===== src/design/slc_pkg.sv =====
package slc_pkg;

	// master clock figures
	localparam int CLK_PERIOD_NS = 50;

	// default strobe timing, in clock cycles
	localparam logic [1:0] SETUP_COUNT = 2'h1;
	localparam logic [1:0] STROBE_COUNT = 2'h3;
	localparam logic [1:0] HOLD_COUNT = 2'h2;
	localparam logic [1:0] TIMER_RESET = 2'h0;

	// cycle space, io or memory
	typedef enum logic {SLC_SPACE_IO, SLC_SPACE_MEM} slc_space_t;

	// request from the main sequencer
	typedef struct packed {
		slc_space_t space;
		logic write;
	} slc_req_t;

	// active low strobe set driven to the bus
	typedef struct packed {
		logic io_rd_n;
		logic io_wr_n;
		logic mem_rd_n;
		logic mem_wr_n;
	} slc_strobe_t;

	localparam slc_strobe_t STROBE_IDLE = 4'hF;

endpackage


===== src/design/slc_sync.sv =====
`timescale 1ns/100ps
`default_nettype none
module slc_sync
(
	// clock and reset
	input wire logic clk_i,
	input wire logic reset_i,
	// asynchronous level and its synchronised copy
	input wire logic async_i,
	output logic sync_o
);

	logic stage1_reg;
	logic stage2_reg;

	// two flops; stage1 feeds only stage2, resets to idle-high pulled-up level
	always_ff @(posedge clk_i)
	begin
		if (reset_i)
		begin
			stage1_reg <= 1'b1;
			stage2_reg <= 1'b1;
		end
		else
		begin
			stage1_reg <= async_i;
			stage2_reg <= stage1_reg;
		end
	end

	assign sync_o = stage2_reg;

endmodule
`default_nettype wire


===== src/design/slc_strobe_ctl.sv =====
`timescale 1ns/100ps
`default_nettype none
// Overview of operation
// - with neither line driven the cycle keeps its fixed default timing
// - while synchronised ready is low the active strobe stays asserted
// - after ready returns the cycle ends with the normal ending sequence
// - ready and zero-wait pass synchronisers before the sequencer uses them
// - memory cycles stretch through ready just like io cycles
// - synchronised zero-wait ends the active strobe at the earliest state
// - zero-wait latency through the synchroniser is fixed at two clocks
// - zero-wait with the strobe's first cycle gives the shortest cycle
// - memory cycles shorten through zero-wait just like io cycles
// - one shared 2-bit wait timer wraps 3 to 0 and can be cleared
// - on reads and writes alike the data latch opens for the last strobe clock and closes as the strobe ends
// - acknowledge follows strobe end plus an address hold delay
// - memory cycles use memory strobes instead of io strobes
module slc_strobe_ctl
(
	// clock and reset
	input wire logic CLK_I,
	input wire logic RESET_I,
	// main sequencer handshake
	input wire logic DO_CYCLE_I,
	input wire slc_pkg::slc_req_t REQ_I,
	output logic CYCLE_ACK_O,
	// expansion bus length control pins, active low
	input wire logic READY_I,
	input wire logic ZERO_WAIT_N_I,
	// expansion bus strobes and read latch, active low
	output slc_pkg::slc_strobe_t STROBE_O,
	output logic LATCH_OPEN_N_O
);

	typedef enum logic [2:0] {ST_IDLE, ST_SETUP, ST_STROBE, ST_LATCH, ST_HOLD, ST_ACK} slc_state_t;

	slc_state_t state_reg;
	slc_state_t state_next;
	logic [1:0] timer_reg;
	logic [1:0] timer_next;
	slc_pkg::slc_req_t req_reg;
	slc_pkg::slc_strobe_t strobe_reg;
	slc_pkg::slc_strobe_t strobe_next;
	logic latch_n_reg;
	logic latch_n_next;
	logic ack_reg;
	logic ready_sync;
	logic zws_n_sync;

	// synchronisers for the two open-collector lines
	slc_sync u_sync_ready
	(
		.clk_i(CLK_I),
		.reset_i(RESET_I),
		.async_i(READY_I),
		.sync_o(ready_sync)
	);

	slc_sync u_sync_zws
	(
		.clk_i(CLK_I),
		.reset_i(RESET_I),
		.async_i(ZERO_WAIT_N_I),
		.sync_o(zws_n_sync)
	);

	// length control decisions, same for io and memory space
	wire stretch = !ready_sync;
	wire shorten = !zws_n_sync && !stretch;
	wire timer_done = (timer_reg == slc_pkg::STROBE_COUNT);
	wire end_strobe = !stretch && (shorten || timer_done);
	wire strobe_on = (state_next == ST_STROBE) || (state_next == ST_LATCH);

	// strobe selection by space and direction
	always_comb
	begin
		strobe_next = slc_pkg::STROBE_IDLE;
		if (strobe_on)
		begin
			if (req_reg.space == slc_pkg::SLC_SPACE_MEM)
			begin
				strobe_next.mem_rd_n = req_reg.write;
				strobe_next.mem_wr_n = !req_reg.write;
			end
			else
			begin
				strobe_next.io_rd_n = req_reg.write;
				strobe_next.io_wr_n = !req_reg.write;
			end
		end
	end

	// sequencer next state and shared timer
	always_comb
	begin
		state_next = state_reg;
		timer_next = timer_reg + 2'h1;
		latch_n_next = 1'b1;
		case (state_reg)
			ST_IDLE:
			begin
				timer_next = slc_pkg::TIMER_RESET;
				if (DO_CYCLE_I)
					state_next = ST_SETUP;
			end
			ST_SETUP:
			begin
				if (timer_reg == slc_pkg::SETUP_COUNT)
				begin
					state_next = ST_STROBE;
					timer_next = slc_pkg::TIMER_RESET;
				end
			end
			ST_STROBE:
			begin
				if (stretch)
					timer_next = timer_reg;
				if (end_strobe)
				begin
					state_next = ST_LATCH;
					latch_n_next = 1'b0;
				end
			end
			ST_LATCH:
			begin
				state_next = ST_HOLD;
				timer_next = slc_pkg::TIMER_RESET;
			end
			ST_HOLD:
			begin
				if (timer_reg == slc_pkg::HOLD_COUNT)
					state_next = ST_ACK;
			end
			ST_ACK:
			begin
				timer_next = slc_pkg::TIMER_RESET;
				if (!DO_CYCLE_I)
					state_next = ST_IDLE;
			end
			default:
			begin
				state_next = ST_IDLE;
			end
		endcase
	end

	// state and output flops
	always_ff @(posedge CLK_I)
	begin
		if (RESET_I)
		begin
			state_reg <= ST_IDLE;
			timer_reg <= slc_pkg::TIMER_RESET;
			req_reg <= '0;
			strobe_reg <= slc_pkg::STROBE_IDLE;
			latch_n_reg <= 1'b1;
			ack_reg <= 1'b0;
		end
		else
		begin
			state_reg <= state_next;
			timer_reg <= timer_next;
			if (state_reg == ST_IDLE && DO_CYCLE_I)
				req_reg <= REQ_I;
			strobe_reg <= strobe_next;
			latch_n_reg <= latch_n_next;
			ack_reg <= (state_next == ST_ACK);
		end
	end

	assign STROBE_O = strobe_reg;
	assign LATCH_OPEN_N_O = latch_n_reg;
	assign CYCLE_ACK_O = ack_reg;

	// strobe stays on while stretched
	property p_stretch_hold;
		@(posedge CLK_I) disable iff (RESET_I)
		(state_reg == ST_STROBE && stretch) |=> (state_reg == ST_STROBE);
	endproperty
	a_stretch_hold: assert property (p_stretch_hold) else $error("strobe ended while stretched");

	// shorten moves off the strobe at once
	property p_shorten;
		@(posedge CLK_I) disable iff (RESET_I)
		(state_reg == ST_STROBE && !zws_n_sync && ready_sync) |=> (state_reg == ST_LATCH);
	endproperty
	a_shorten: assert property (p_shorten) else $error("zero-wait did not end strobe");

	// stretch beats shorten
	property p_priority;
		@(posedge CLK_I) disable iff (RESET_I)
		(state_reg == ST_STROBE && !ready_sync && !zws_n_sync) |=> (state_reg != ST_LATCH);
	endproperty
	a_priority: assert property (p_priority) else $error("shorten beat stretch");

	// default strobe length when lines idle
	property p_default;
		@(posedge CLK_I) disable iff (RESET_I)
		$rose(state_reg == ST_STROBE) && ready_sync && zws_n_sync ##1 (ready_sync && zws_n_sync) [*3]
		|=> (state_reg == ST_LATCH);
	endproperty
	a_default: assert property (p_default) else $error("default strobe length wrong");

	// latch open for the last strobe clock, closing as strobe ends on reads and writes alike
	property p_latch;
		@(posedge CLK_I) disable iff (RESET_I)
		!latch_n_reg |-> (state_reg == ST_LATCH && strobe_reg != slc_pkg::STROBE_IDLE)
			##1 (strobe_reg == slc_pkg::STROBE_IDLE);
	endproperty
	a_latch: assert property (p_latch) else $error("latch and strobe out of order");

	// ack follows hold delay after strobe
	property p_ack;
		@(posedge CLK_I) disable iff (RESET_I)
		(state_reg == ST_LATCH) |-> ##4 CYCLE_ACK_O;
	endproperty
	a_ack: assert property (p_ack) else $error("ack not after hold delay");

	// ack never while a strobe is active
	property p_ack_idle;
		@(posedge CLK_I) disable iff (RESET_I)
		CYCLE_ACK_O |-> (STROBE_O == slc_pkg::STROBE_IDLE);
	endproperty
	a_ack_idle: assert property (p_ack_idle) else $error("ack during strobe");

	// memory cycles never drive io strobes
	property p_space;
		@(posedge CLK_I) disable iff (RESET_I)
		(req_reg.space == slc_pkg::SLC_SPACE_MEM && state_reg != ST_IDLE)
		|-> (STROBE_O.io_rd_n && STROBE_O.io_wr_n);
	endproperty
	a_space: assert property (p_space) else $error("io strobe in memory cycle");

	// timer wraps 3 to 0 as an unstretched strobe runs out
	property p_wrap;
		@(posedge CLK_I) disable iff (RESET_I)
		(timer_reg == 2'h3 && state_reg == ST_STROBE && ready_sync) |=> (timer_reg == 2'h0);
	endproperty
	a_wrap: assert property (p_wrap) else $error("timer did not wrap");

endmodule
`default_nettype wire


===== config.mk =====
export PLATFORM = sky130hd
export DESIGN_NAME = slc_strobe_ctl
export DESIGN_NICKNAME = d
export VERILOG_FILES = /design/src/design/slc_pkg.sv /design/src/design/slc_sync.sv /design/src/design/slc_strobe_ctl.sv
export SDC_FILE = /design/constraint.sdc
export NUM_CORES = 1
export LEC_CHECK = 0
export BUFFER_PORTS_ARGS = -buffer_cell sky130_fd_sc_hd__buf_4
export CORE_UTILIZATION = 50
export CTS_BUF_LIST = sky130_fd_sc_hd__clkbuf_2
export DETAILED_ROUTE_END_ITERATION = 8
export GPL_TIMING_DRIVEN = 0
export PLACE_DENSITY = 0.73
export SLEW_MARGIN = 10
export SYNTH_ARGS = -nofsm -noshare
export SYNTH_HDL_FRONTEND = slang
export SYNTH_SLANG_ARGS = --single-unit

===== constraint.sdc =====
create_clock -name CLK_I -period 4 [get_ports CLK_I]
set_input_delay 0.2 -clock CLK_I [delete_from_list [all_inputs] [get_ports CLK_I]]
set_output_delay 0.2 -clock CLK_I [all_outputs]
set_load 0.01 [all_outputs]

==> reports/qor.yml, run 1 <==
critPathLaunchType: "register"
hold_path_end: "u_sync_zws.stage1_reg"
hp-start: "ZERO_WAIT_N_I"
leakage_nw: 0.347
synth_ff_type: "dfxtp_1"
yosysUniqueCellTypes: 26
ys_ff_latch: 17
cts_sinks: 17
place_inst: 99
arrival_ns: 1.56
seq_area_frac_synth: 0.473
tritoncts: "yes"
first_iter_violations: 9
cap_viol_max_count: 0
synth-compound-area-share: 0.108
grt_pass1_wl_mm: 1.70
cp_cell_sequence: "nor2b_4 > a21oi_2 > nor3_4 > or3b_1"
cts-root-buf: "clkbuf_2"
hold_violations: 0
synth_xor_area_frac: 0
vias_per_cell: 5.08
clockBufferDepth: 2
avgSynthCellArea_um2: 9.99
area_growth_pct: 17.9
syn_inst: 72
die_h_um: 39.9
worstPathMaxFanout: 8
holdWs_ns: 0.102
r2r_start: "state_reg[1]"
r2r_cells: 4
syn_area_um2: 719
crit_required_ns: 4.18
grt_overflow: 0
floorplan.initialDensity: 0.546
dr.pass1.iters: 3
core_area_um2: 1320
grt_pass1_vias: 404
vias: 523
tns_ns: 0
largest_register_ffs: 4
fp-row-count: 13
finalMaxSlewViolations: 0
end_kind: "register"
wirelength_mm: 1.07
synth_top_area_cell: "dfxtp_1"
ff2ff_setup_slack_ns: 2.62
cpPeakStageDelay_ns: 0.46
critical_path_buf_inv_count: 0
ctsResizeCount: 0
path_delay_family: "simple AND/OR/NAND/NOR gates"
drive_gt1_frac: 0.295
die_area_um2: 1590
cts_setup_buffers: 0
synth_edf_count: 0
drcViolationCount: 0
nNetsFinal: 100
numCtsBuffers: 3
synth_simple_gate_area_frac: 0.259
min_period_ns: 1.38
final_cells: 103
io_buffers: 12
ctsHoldBuffers: 0
post-route-util: 0.644
syn-num-nets: 83
relSlewSlack: 0.730
skew_ns: 0.00544
nFillCells: 121
yosys-top-cells-area: "dfxtp_1 47%, ha_1 7.0%, nand2b_1 4.3%"
avgRoutedWirePerCell_um: 10.3
placed_cell_area_um2: 828
min_path_type: "input pin to register"
fmax_mhz: 723
worst-setup-path-type: "register to register"
synthArstFlopShare: 0
r2r-end: "STROBE_O[3]"
critPathSlowestCell: "dfxtp_1"
antenna_cells: 0
total_power_uw: 308
ir_worst_vdd_mv: 0.214
worst_pin_slew_ns: 0.402
status: "finished, final reports clean"
setup_viol: 0
grtUsageTotal: 0.166
pre_cts_ws_ns: 2.62
clk_pin_slew_ns: 0.15
ant_nets: 0
ioPinCount: 13
antenna_found_initial: 0
yosys_warnings: 0
hold_depth: 2
dp.final_hpwl_um: 805
worst_slack_ns: 2.62
finalInstanceArea_um2: 848
synth-adder-area-share: 0.0696
synth_mux_area_frac: 0.0417
fin_crit_sh: 0.346
h-tree-depth: 1
rsz0062_at_grt: "false"
grt_max_degree: 11
die_x_um: 39.9
p_per_area_nw_per_um2: 363
synth_top_area_frac: 0.473
synth_top_family_by_area: "simple AND/OR/NAND/NOR gates"
clock_latency_ns: 0.27
gp_congestion: 0.700
[cell usage after synthesis (3+ instances only)]
library cell / count
dfxtp_1: 17
nor2_1: 6
inv_1: 5
nand2b_1: 5
nor3_1: 5
a21oi_1: 4
ha_1: 4
or2_2: 4
mux2i_1: 3
nand3b_1: 3
[worst max-delay path by stage]
stage | from | end | slack, ns | depth (start not counted)
after CTS | state_reg[1] | STROBE_O[3] | 2.60 | 4
final | state_reg[1] | STROBE_O[3] | 2.62 | 4
after global placement | state_reg[1] | STROBE_O[3] | 2.62 | 4
after detailed placement | state_reg[1] | STROBE_O[3] | 2.62 | 4
after global routing | timer_reg[1] | CYCLE_ACK_O | 2.50 | 6
after floorplan | state_reg[0] | STROBE_O[3] | 2.73 | 5
[cell families after synthesis]
| kind of cell | Yosys count |
|---|---|
| AO/OA/AOI/OAI | 11 |
| adder cells (fa/ha/maj) | 4 |
| buffers and inverters | 8 |
| flip-flops | 17 |
| multiplexers | 3 |
| AND/OR/NAND/NOR | 29 |
[worst reg2reg max path, cell delays in order, from the launching register on]
cell	delay (ns)
dfxtp_1	0.46
nor2b_4	0.24
a21oi_2	0.06
nor3_4	0.17
or3b_1	0.36
[placed cells by master, fill, tap and decap left out]
cell type / netlist / final
a211oi_1: 1 / 1
a21oi_1: 4 / 4
a21oi_2: 1 / 1
a22oi_1: 1 / 1
a311oi_1: 1 / 1
a31oi_1: 1 / 1
and2b_4: 1 / 1
buf_2: 1 / 1
buf_4: 1 / 13
clkbuf_1: 1 / 1
clkbuf_2: 0 / 4
dfxtp_1: 17 / 17
ha_1: 4 / 4
inv_1: 5 / 5
mux2i_1: 3 / 3
nand2b_1: 5 / 5
nand3_1: 1 / 1
nand3b_1: 3 / 3
nor2_1: 6 / 6
nor2b_1: 1 / 1
nor2b_4: 1 / 1
nor3_1: 5 / 5
nor3_4: 1 / 1
o22a_1: 1 / 1
o311a_1: 1 / 1
or2_2: 4 / 4
or3b_1: 1 / 1
[routing by layer]
layer | vias to the layer above | global-route usage | share of wire
li1 | 277 | - | -
met1 | 234 | 0.208 | 0.52
met2 | 8 | 0.246 | 0.43
met3 | 4 | 0.0500 | 0.025
met4 | 0 | 0.103 | 0.021
met5 | - | 0 | 0
[where the power goes]
group / internal, mW / total (mW) / switching, mW
registers: 0.178 / 0.183 / 0.00569
clock network: 0.0265 / 0.0742 / 0.0476
logic: 0.0262 / 0.0504 / 0.0243
total: 0.230 / 0.308 / 0.0776
[cell type report]
class	count	area (µm²)	area share
well taps	15	18.8	0.0221
inverters	5	18.8	0.0221
clock buffers	4	20.0	0.0236
plain buffers	3	16.3	0.0192
flip-flops and latches	17	340	0.401
repair buffers	12	90.1	0.106
multi-input cells	47	344	0.406
(Power assumes the default switching activity.)
==> inputs of run 2 (changes only) <==
--- a/config.mk
+++ b/config.mk
@@ -5,6 +5,7 @@
 export SDC_FILE = /design/constraint.sdc
 export NUM_CORES = 1
 export LEC_CHECK = 0
+export ABC_AREA = 1
 export BUFFER_PORTS_ARGS = -buffer_cell sky130_fd_sc_hd__buf_4
 export CORE_UTILIZATION = 50
 export CTS_BUF_LIST = sky130_fd_sc_hd__clkbuf_2
==> constraint.sdc (replaced) <==
create_clock -name CLK_I -period 1.3 [get_ports CLK_I]
set_input_delay 0.065 -clock CLK_I [delete_from_list [all_inputs] [get_ports CLK_I]]
set_output_delay 0.065 -clock CLK_I [all_outputs]
set_load 0.01 [all_outputs]
==> reports/qor.yml, run 2 <==
p_per_area_nw_per_um2: 1060  # was 363 nW/µm²
arrival_ns: 1.40  # was 1.56 ns
finalInstanceArea_um2: 845  # was 848 µm²
synth_ff_type: "dfxtp_1"  # unchanged
p_seq_frac: 0.624  # was 0.595
crit_required_ns: 1.50  # was 4.18 ns
clockBufferDepth: 2  # unchanged
vias: 576  # was 523
synthArstFlopShare: 0  # unchanged
cts_sinks: 17  # unchanged
final_common_cell: "dfxtp_1"  # unchanged
tns_ns: 0  # unchanged
yosysUniqueCellTypes: 16  # was 26
vias_per_cell: 4.92  # was 5.08
min_period_ns: 1.20  # was 1.38 ns
hold_violations: 0  # unchanged
dr.pass1.iters: 4  # was 3
floorplan.initialDensity: 0.577  # was 0.546
numCtsBuffers: 3  # unchanged
setup_viol: 0  # unchanged
synth_top_area_cell: "dfxtp_1"  # unchanged
cap_viol_max_count: 0  # unchanged
clk_pin_slew_ns: 0.15  # about the same
switching_power_uw: 227  # was 77.6 µW
ir_worst_vdd_mv: 0.722  # was 0.214 mV
ys_ff_latch: 17  # unchanged
grt_max_degree: 10  # was 11
antenna_found_initial: 0  # unchanged
p_clk_frac: 0.263  # was 0.241
die_h_um: 39.0  # was 39.9 µm
layout_common_cells: "15 x dfxtp_1, 14 x nand2_1, 13 x inv_1"  # was 17 x dfxtp_1, 13 x buf_4, 6 x nor2_1
relSlewSlack: 0.848  # was 0.730
worst_pin_slew_ns: 0.228  # was 0.402 ns
ant_nets: 0  # unchanged
yosys-top-cells-count: "17 x dfxtp_1, 14 x nand2_1, 13 x inv_1"  # was 17 x dfxtp_1, 6 x nor2_1, 5 x inv_1, 5 x nand2b_1, 5 x nor3_1
leakage_nw: 0.383  # was 0.347 nW
antenna_cells: 0  # unchanged
fin_crit_sh: 0.923  # was 0.346
p_int_uw: 671  # was 230 µW
cts_setup_buffers: 0  # unchanged
finalMaxSlewViolations: 0  # unchanged
dp.final_hpwl_um: 890  # was 805 µm
clock_latency_ns: 0.29  # was 0.27 ns
cts-root-buf: "clkbuf_2"  # unchanged
wirelength_mm: 1.20  # was 1.07 mm
avgRoutedWirePerCell_um: 10.2  # was 10.3 µm
syn_inst: 84  # was 72
placed_cell_area_um2: 792  # was 828 µm²
synth_edf_count: 0  # unchanged
end_kind: "register"  # unchanged
die_area_um2: 1520  # was 1590 µm²
io_buffers: 12  # unchanged
status: "finished, final reports clean"  # unchanged
tritoncts: "yes"  # unchanged
die_x_um: 39.0  # was 39.9 µm
critPathLaunchType: "register"  # unchanged
synth_top_area_frac: 0.497  # was 0.473
worst_slack_ns: 0.101  # was 2.62 ns
place_inst: 110  # was 99
syn-num-nets: 95  # was 83
drive_gt1_frac: 0.272  # was 0.295
skew_ns: 0.00589  # was 0.00544 ns
gp_congestion: 0.742  # was 0.700
area_growth_pct: 23.4  # was 17.9%
first_iter_violations: 14  # was 9
fp-row-count: 12  # was 13
grt_overflow: 0  # unchanged
ioPinCount: 13  # unchanged
p_sw_frac: 0.253  # was 0.252
core_area_um2: 1190  # was 1320 µm²
min_path_type: "input pin to register"  # unchanged
final_cells: 117  # was 103
largest_register_ffs: 4  # unchanged
yosys-top-cells-area: "dfxtp_1 50%, nand2_1 7.7%, ha_1 7.3%"  # was dfxtp_1 47%, ha_1 7.0%, nand2b_1 4.3%
grt_pass1_wl_mm: 1.97  # was 1.70 mm
worstPathMaxFanout: 5  # was 8
rsz0062_at_grt: "false"  # unchanged
post-route-util: 0.712  # was 0.644
grtUsageTotal: 0.205  # was 0.166
yosys_warnings: 0  # unchanged
syn_area_um2: 684  # was 719 µm²
seq_area_frac_synth: 0.497  # was 0.473
grt_pass1_vias: 503  # was 404
pre_cts_ws_ns: 0.100  # was 2.62 ns
yosysMostFrequentCell: "dfxtp_1"  # unchanged
fmax_mhz: 834  # was 723 MHz
h-tree-depth: 1  # unchanged
comb_power_share: 0.113  # was 0.164
worst-setup-path-type: "register to register"  # unchanged
drcViolationCount: 0  # unchanged
avgSynthCellArea_um2: 8.15  # was 9.99 µm²
nNetsFinal: 115  # was 100
-- run 2: power by group through the flow --
stage / logic [mW] / clock network (mW) / registers [mW]
2_1_floorplan: 0.0609 / 0 / 0.568
3_3_place_gp: 0.0904 / 0 / 0.570
3_5_place_dp: 0.0920 / 0 / 0.571
4_1_cts: 0.0996 / 0.243 / 0.559
5_1_grt: 0.114 / 0.270 / 0.563
6_report: 0.101 / 0.236 / 0.560
-- run 2: timing repair --
| action | CTS | global route |
|---|---|---|
| hold buffers | 3 | 0 |
| hold endpoints to repair | 6 | 0 |
| setup endpoints to repair | 0 | 5 |
| gates resized for setup | 0 | 3 |
-- run 2: path summary, 6_finish.rpt --
check / to / cells after the start / start / slack [ns]
worst min-delay path: req_reg[0] / 3 / REQ_I[0] / 0.04
worst max register to register: STROBE_O[3] / 7 / timer_reg[1] / 0.10
worst min register to register: STROBE_O[2] / 1 / req_reg[0] / 0.42
worst max-delay path: STROBE_O[3] / 7 / timer_reg[1] / 0.10
-- run 2: final cells by class --
cell class / instances / area (µm²)
Timing Repair Buffer: 15 / 120
Tap cell: 14 / 17.5
Clock buffer: 4 / 20.0
Sequential cell: 17 / 343
Multi-Input combinational cell: 54 / 295
Inverter: 13 / 48.8
Fill cell: 94 / 342
-- run 2: layer usage --
metal / part of all wire / up-vias / GRT usage / routed length, µm
met1: 0.46 / 256 / 0.229 / 553
met3: 0.059 / 2 / 0.0867 / 70
met5: 0 / - / 0 / 0
li1: - / 301 / - / -
met4: 0.0092 / 0 / 0.103 / 11
met2: 0.47 / 17 / 0.329 / 560
-- run 2: logic make-up (layout without fill, tap and decap cells) --
family | Yosys count | in the layout | synth area share
AOI/OAI and AO/OA | 11 | 11 | 0.0914
and+or+nand+nor | 39 | 39 | 0.267
buffers and inverters | 13 | 32 | 0.0713
DFF | 17 | 17 | 0.497
adders and majority gates | 4 | 4 | 0.0731
-- run 2: critical path, stage by stage (launching register included) --
cell,delay (ns)
dfxtp_2,0.37
inv_1,0.05
ha_1,0.13
inv_1,0.05
o21bai_1,0.19
nand3_2,0.12
nor2_2,0.13
nand2_1,0.07
-- run 2: stage by stage --
stage	power, mW	hold slack, ns
2_1_floorplan	0.629	0.127
3_3_place_gp	0.660	0.252
3_5_place_dp	0.663	0.254
4_1_cts	0.901	0.0526
5_1_grt	0.948	0.0450
6_report	0.897	0.0442
==> inputs of run 3 (changes only) <==
--- a/config.mk
+++ b/config.mk
@@ -11,7 +11,7 @@
 export CTS_BUF_LIST = sky130_fd_sc_hd__clkbuf_2
 export DETAILED_ROUTE_END_ITERATION = 8
 export GPL_TIMING_DRIVEN = 0
-export PLACE_DENSITY = 0.73
+export PLACE_DENSITY = 0.71
 export SLEW_MARGIN = 10
 export SYNTH_ARGS = -nofsm -noshare
 export SYNTH_HDL_FRONTEND = slang
==> reports/qor.yml, run 3 (synthesis gave the netlist of run 2 again) <==
drive_gt1_frac: 0.252  # was 0.272
ioPinCount: 13  # unchanged
cap_viol_max_count: 0  # unchanged
die_area_um2: 1520  # unchanged
final_common_cell: "dfxtp_1"  # unchanged
antenna_cells: 0  # unchanged
vias_per_cell: 4.72  # was 4.92
gp_congestion: 0.757  # was 0.742
layout_common_cells: "17 x dfxtp_1, 14 x nand2_1, 13 x inv_1"  # was 15 x dfxtp_1, 14 x nand2_1, 13 x inv_1
tritoncts: "yes"  # unchanged
end_kind: "register"  # unchanged
avgRoutedWirePerCell_um: 9.74  # was 10.2 µm
skew_ns: 0.000771  # was 0.00589 ns
relSlewSlack: 0.854  # was 0.848
grt_pass1_vias: 499  # was 503
clk_pin_slew_ns: 0.16  # was 0.15 ns
rsz0062_at_grt: "false"  # unchanged
fmax_mhz: 838  # was 834 MHz
wirelength_mm: 1.14  # was 1.20 mm
nFillCells: 96  # was 94
cts-root-buf: "clkbuf_2"  # unchanged
hold_path_end: "req_reg[0]"  # unchanged
largest_register_ffs: 4  # unchanged
io_buffers: 12  # unchanged
worst_pin_slew_ns: 0.218  # was 0.228 ns
p_sw_frac: 0.261  # was 0.253
hold_violations: 0  # unchanged
total_power_uw: 906  # was 897 µW
arrival_ns: 1.41  # was 1.40 ns
fin_crit_sh: 0.918  # was 0.923
p_seq_frac: 0.618  # was 0.624
ff2ff_setup_slack_ns: 0.11  # was 0.10 ns
clockBufferDepth: 2  # unchanged
h-tree-depth: 1  # unchanged
p_per_area_nw_per_um2: 1080  # was 1060 nW/µm²
critical_path_buf_inv_count: 1  # was 2
p_int_uw: 670  # was 671 µW
hp-start: "REQ_I[0]"  # unchanged
cpPeakStageDelay_ns: 0.43  # was 0.37 ns
min_path_type: "input pin to register"  # unchanged
r2r_cells: 6  # was 7
ctsResizeCount: 0  # unchanged
finalMaxSlewViolations: 0  # unchanged
critPathSlowestCell: "dfxtp_1"  # was dfxtp_2
clock_latency_ns: 0.30  # was 0.29 ns
dp.final_hpwl_um: 870  # was 890 µm
die_x_um: 39.0  # unchanged
switching_power_uw: 236  # was 227 µW
ir_worst_vdd_mv: 0.621  # was 0.722 mV
floorplan.initialDensity: 0.577  # unchanged
ctsHoldBuffers: 3  # unchanged
worstPathMaxFanout: 5  # unchanged
ant_nets: 0  # unchanged
min_period_ns: 1.19  # was 1.20 ns
p_clk_frac: 0.273  # was 0.263
drcViolationCount: 0  # unchanged
area_growth_pct: 23.0  # was 23.4%
first_iter_violations: 13  # was 14
grt_pass1_wl_mm: 1.96  # was 1.97 mm
path_delay_family: "flip-flops"  # unchanged
grt_max_degree: 10  # unchanged
worst-setup-path-type: "register to register"  # unchanged
grtUsageTotal: 0.201  # was 0.205
critPathLaunchType: "register"  # unchanged
setup_viol: 0  # unchanged
hold_depth: 3  # unchanged
tns_ns: 0  # unchanged
r2r-end: "STROBE_O[0]"  # was STROBE_O[3]
nNetsFinal: 115  # unchanged
place_inst: 110  # unchanged
fp-row-count: 12  # unchanged
comb_power_share: 0.110  # was 0.113
cp_cell_sequence: "ha_1 > inv_1 > o21bai_1 > nand3_2 > nor2_2 > nand2_1"  # was inv_1 > ha_1 > inv_1 > o21bai_1 > nand3_2 > nor2_2 > nand2_1
core_area_um2: 1190  # unchanged
dr.pass1.iters: 4  # unchanged
cts_sinks: 17  # unchanged
final_cells: 117  # unchanged
die_h_um: 39.0  # unchanged
leakage_nw: 0.383  # about the same
numCtsBuffers: 3  # unchanged
grt_overflow: 0  # unchanged
crit_required_ns: 1.51  # was 1.50 ns
r2r_start: "timer_reg[0]"  # was timer_reg[1]
cts_setup_buffers: 0  # unchanged
status: "finished, final reports clean"  # unchanged
antenna_found_initial: 0  # unchanged
vias: 552  # was 576
run 3: cell counts in the layout (fill, tap and decap cells not counted):
No cell type changed its count.
run 3: worst reg2reg max path, cell delays in order (launching register included):
cell	delay [ns]
dfxtp_1	0.43
ha_1	0.17
inv_1	0.05
o21bai_1	0.17
nand3_2	0.12
nor2_2	0.12
nand2_1	0.06
run 3: how the worst max path moves through the flow:
stage	cells past startpoint	slack, ns	end	from
2_1_floorplan	6	0.23	STROBE_O[0]	timer_reg[0]
4_1_cts	6	0.1	STROBE_O[0]	timer_reg[0]
5_1_grt	6	0.004	STROBE_O[2]	timer_reg[0]
3_5_place_dp	6	0.13	STROBE_O[0]	timer_reg[0]
3_3_place_gp	6	0.11	STROBE_O[0]	timer_reg[0]
6_report	6	0.11	STROBE_O[0]	timer_reg[0]
run 3: layout make-up:
cell class / instances / area (µm²) / share of cell area
Tap cell: 14 / 17.5 / 0.0208
Multi-Input combinational cell: 54 / 295 / 0.351
Clock buffer: 4 / 20.0 / 0.0238
Inverter: 13 / 48.8 / 0.0579
Sequential cell: 17 / 340 / 0.404
Timing Repair Buffer: 15 / 120 / 0.143
run 3: power groups by stage:
stage	sequential [mW]	combinational, mW	clock [mW]
2_1_floorplan	0.568	0.0609	0
3_3_place_gp	0.570	0.0903	0
3_5_place_dp	0.571	0.0922	0
4_1_cts	0.560	0.100	0.252
5_1_grt	0.563	0.114	0.267
6_report	0.560	0.0993	0.247
run 3: metrics by stage:
stage / area (µm²) / setup WS, ns / hold WS (ns) / util
finish: 842 / 0.107 / 0.0535 / 0.710
global route: 842 / 0.00374 / 0.0684 / 0.710
CTS: 842 / 0.0970 / 0.0444 / 0.710
detailed placement: 792 / 0.126 / 0.254 / 0.668
global placement: 792 / 0.112 / 0.251 / 0.668
floorplan: 684 / 0.232 / 0.127 / -
run 3: routing by layer:
layer  wire length (µm)  vias up  track usage
li1                   -      299            -
met1                595      234        0.242
met2                460       14        0.313
met3                 50        5       0.0520
met4                 34        0        0.129
met5                  0        -            0
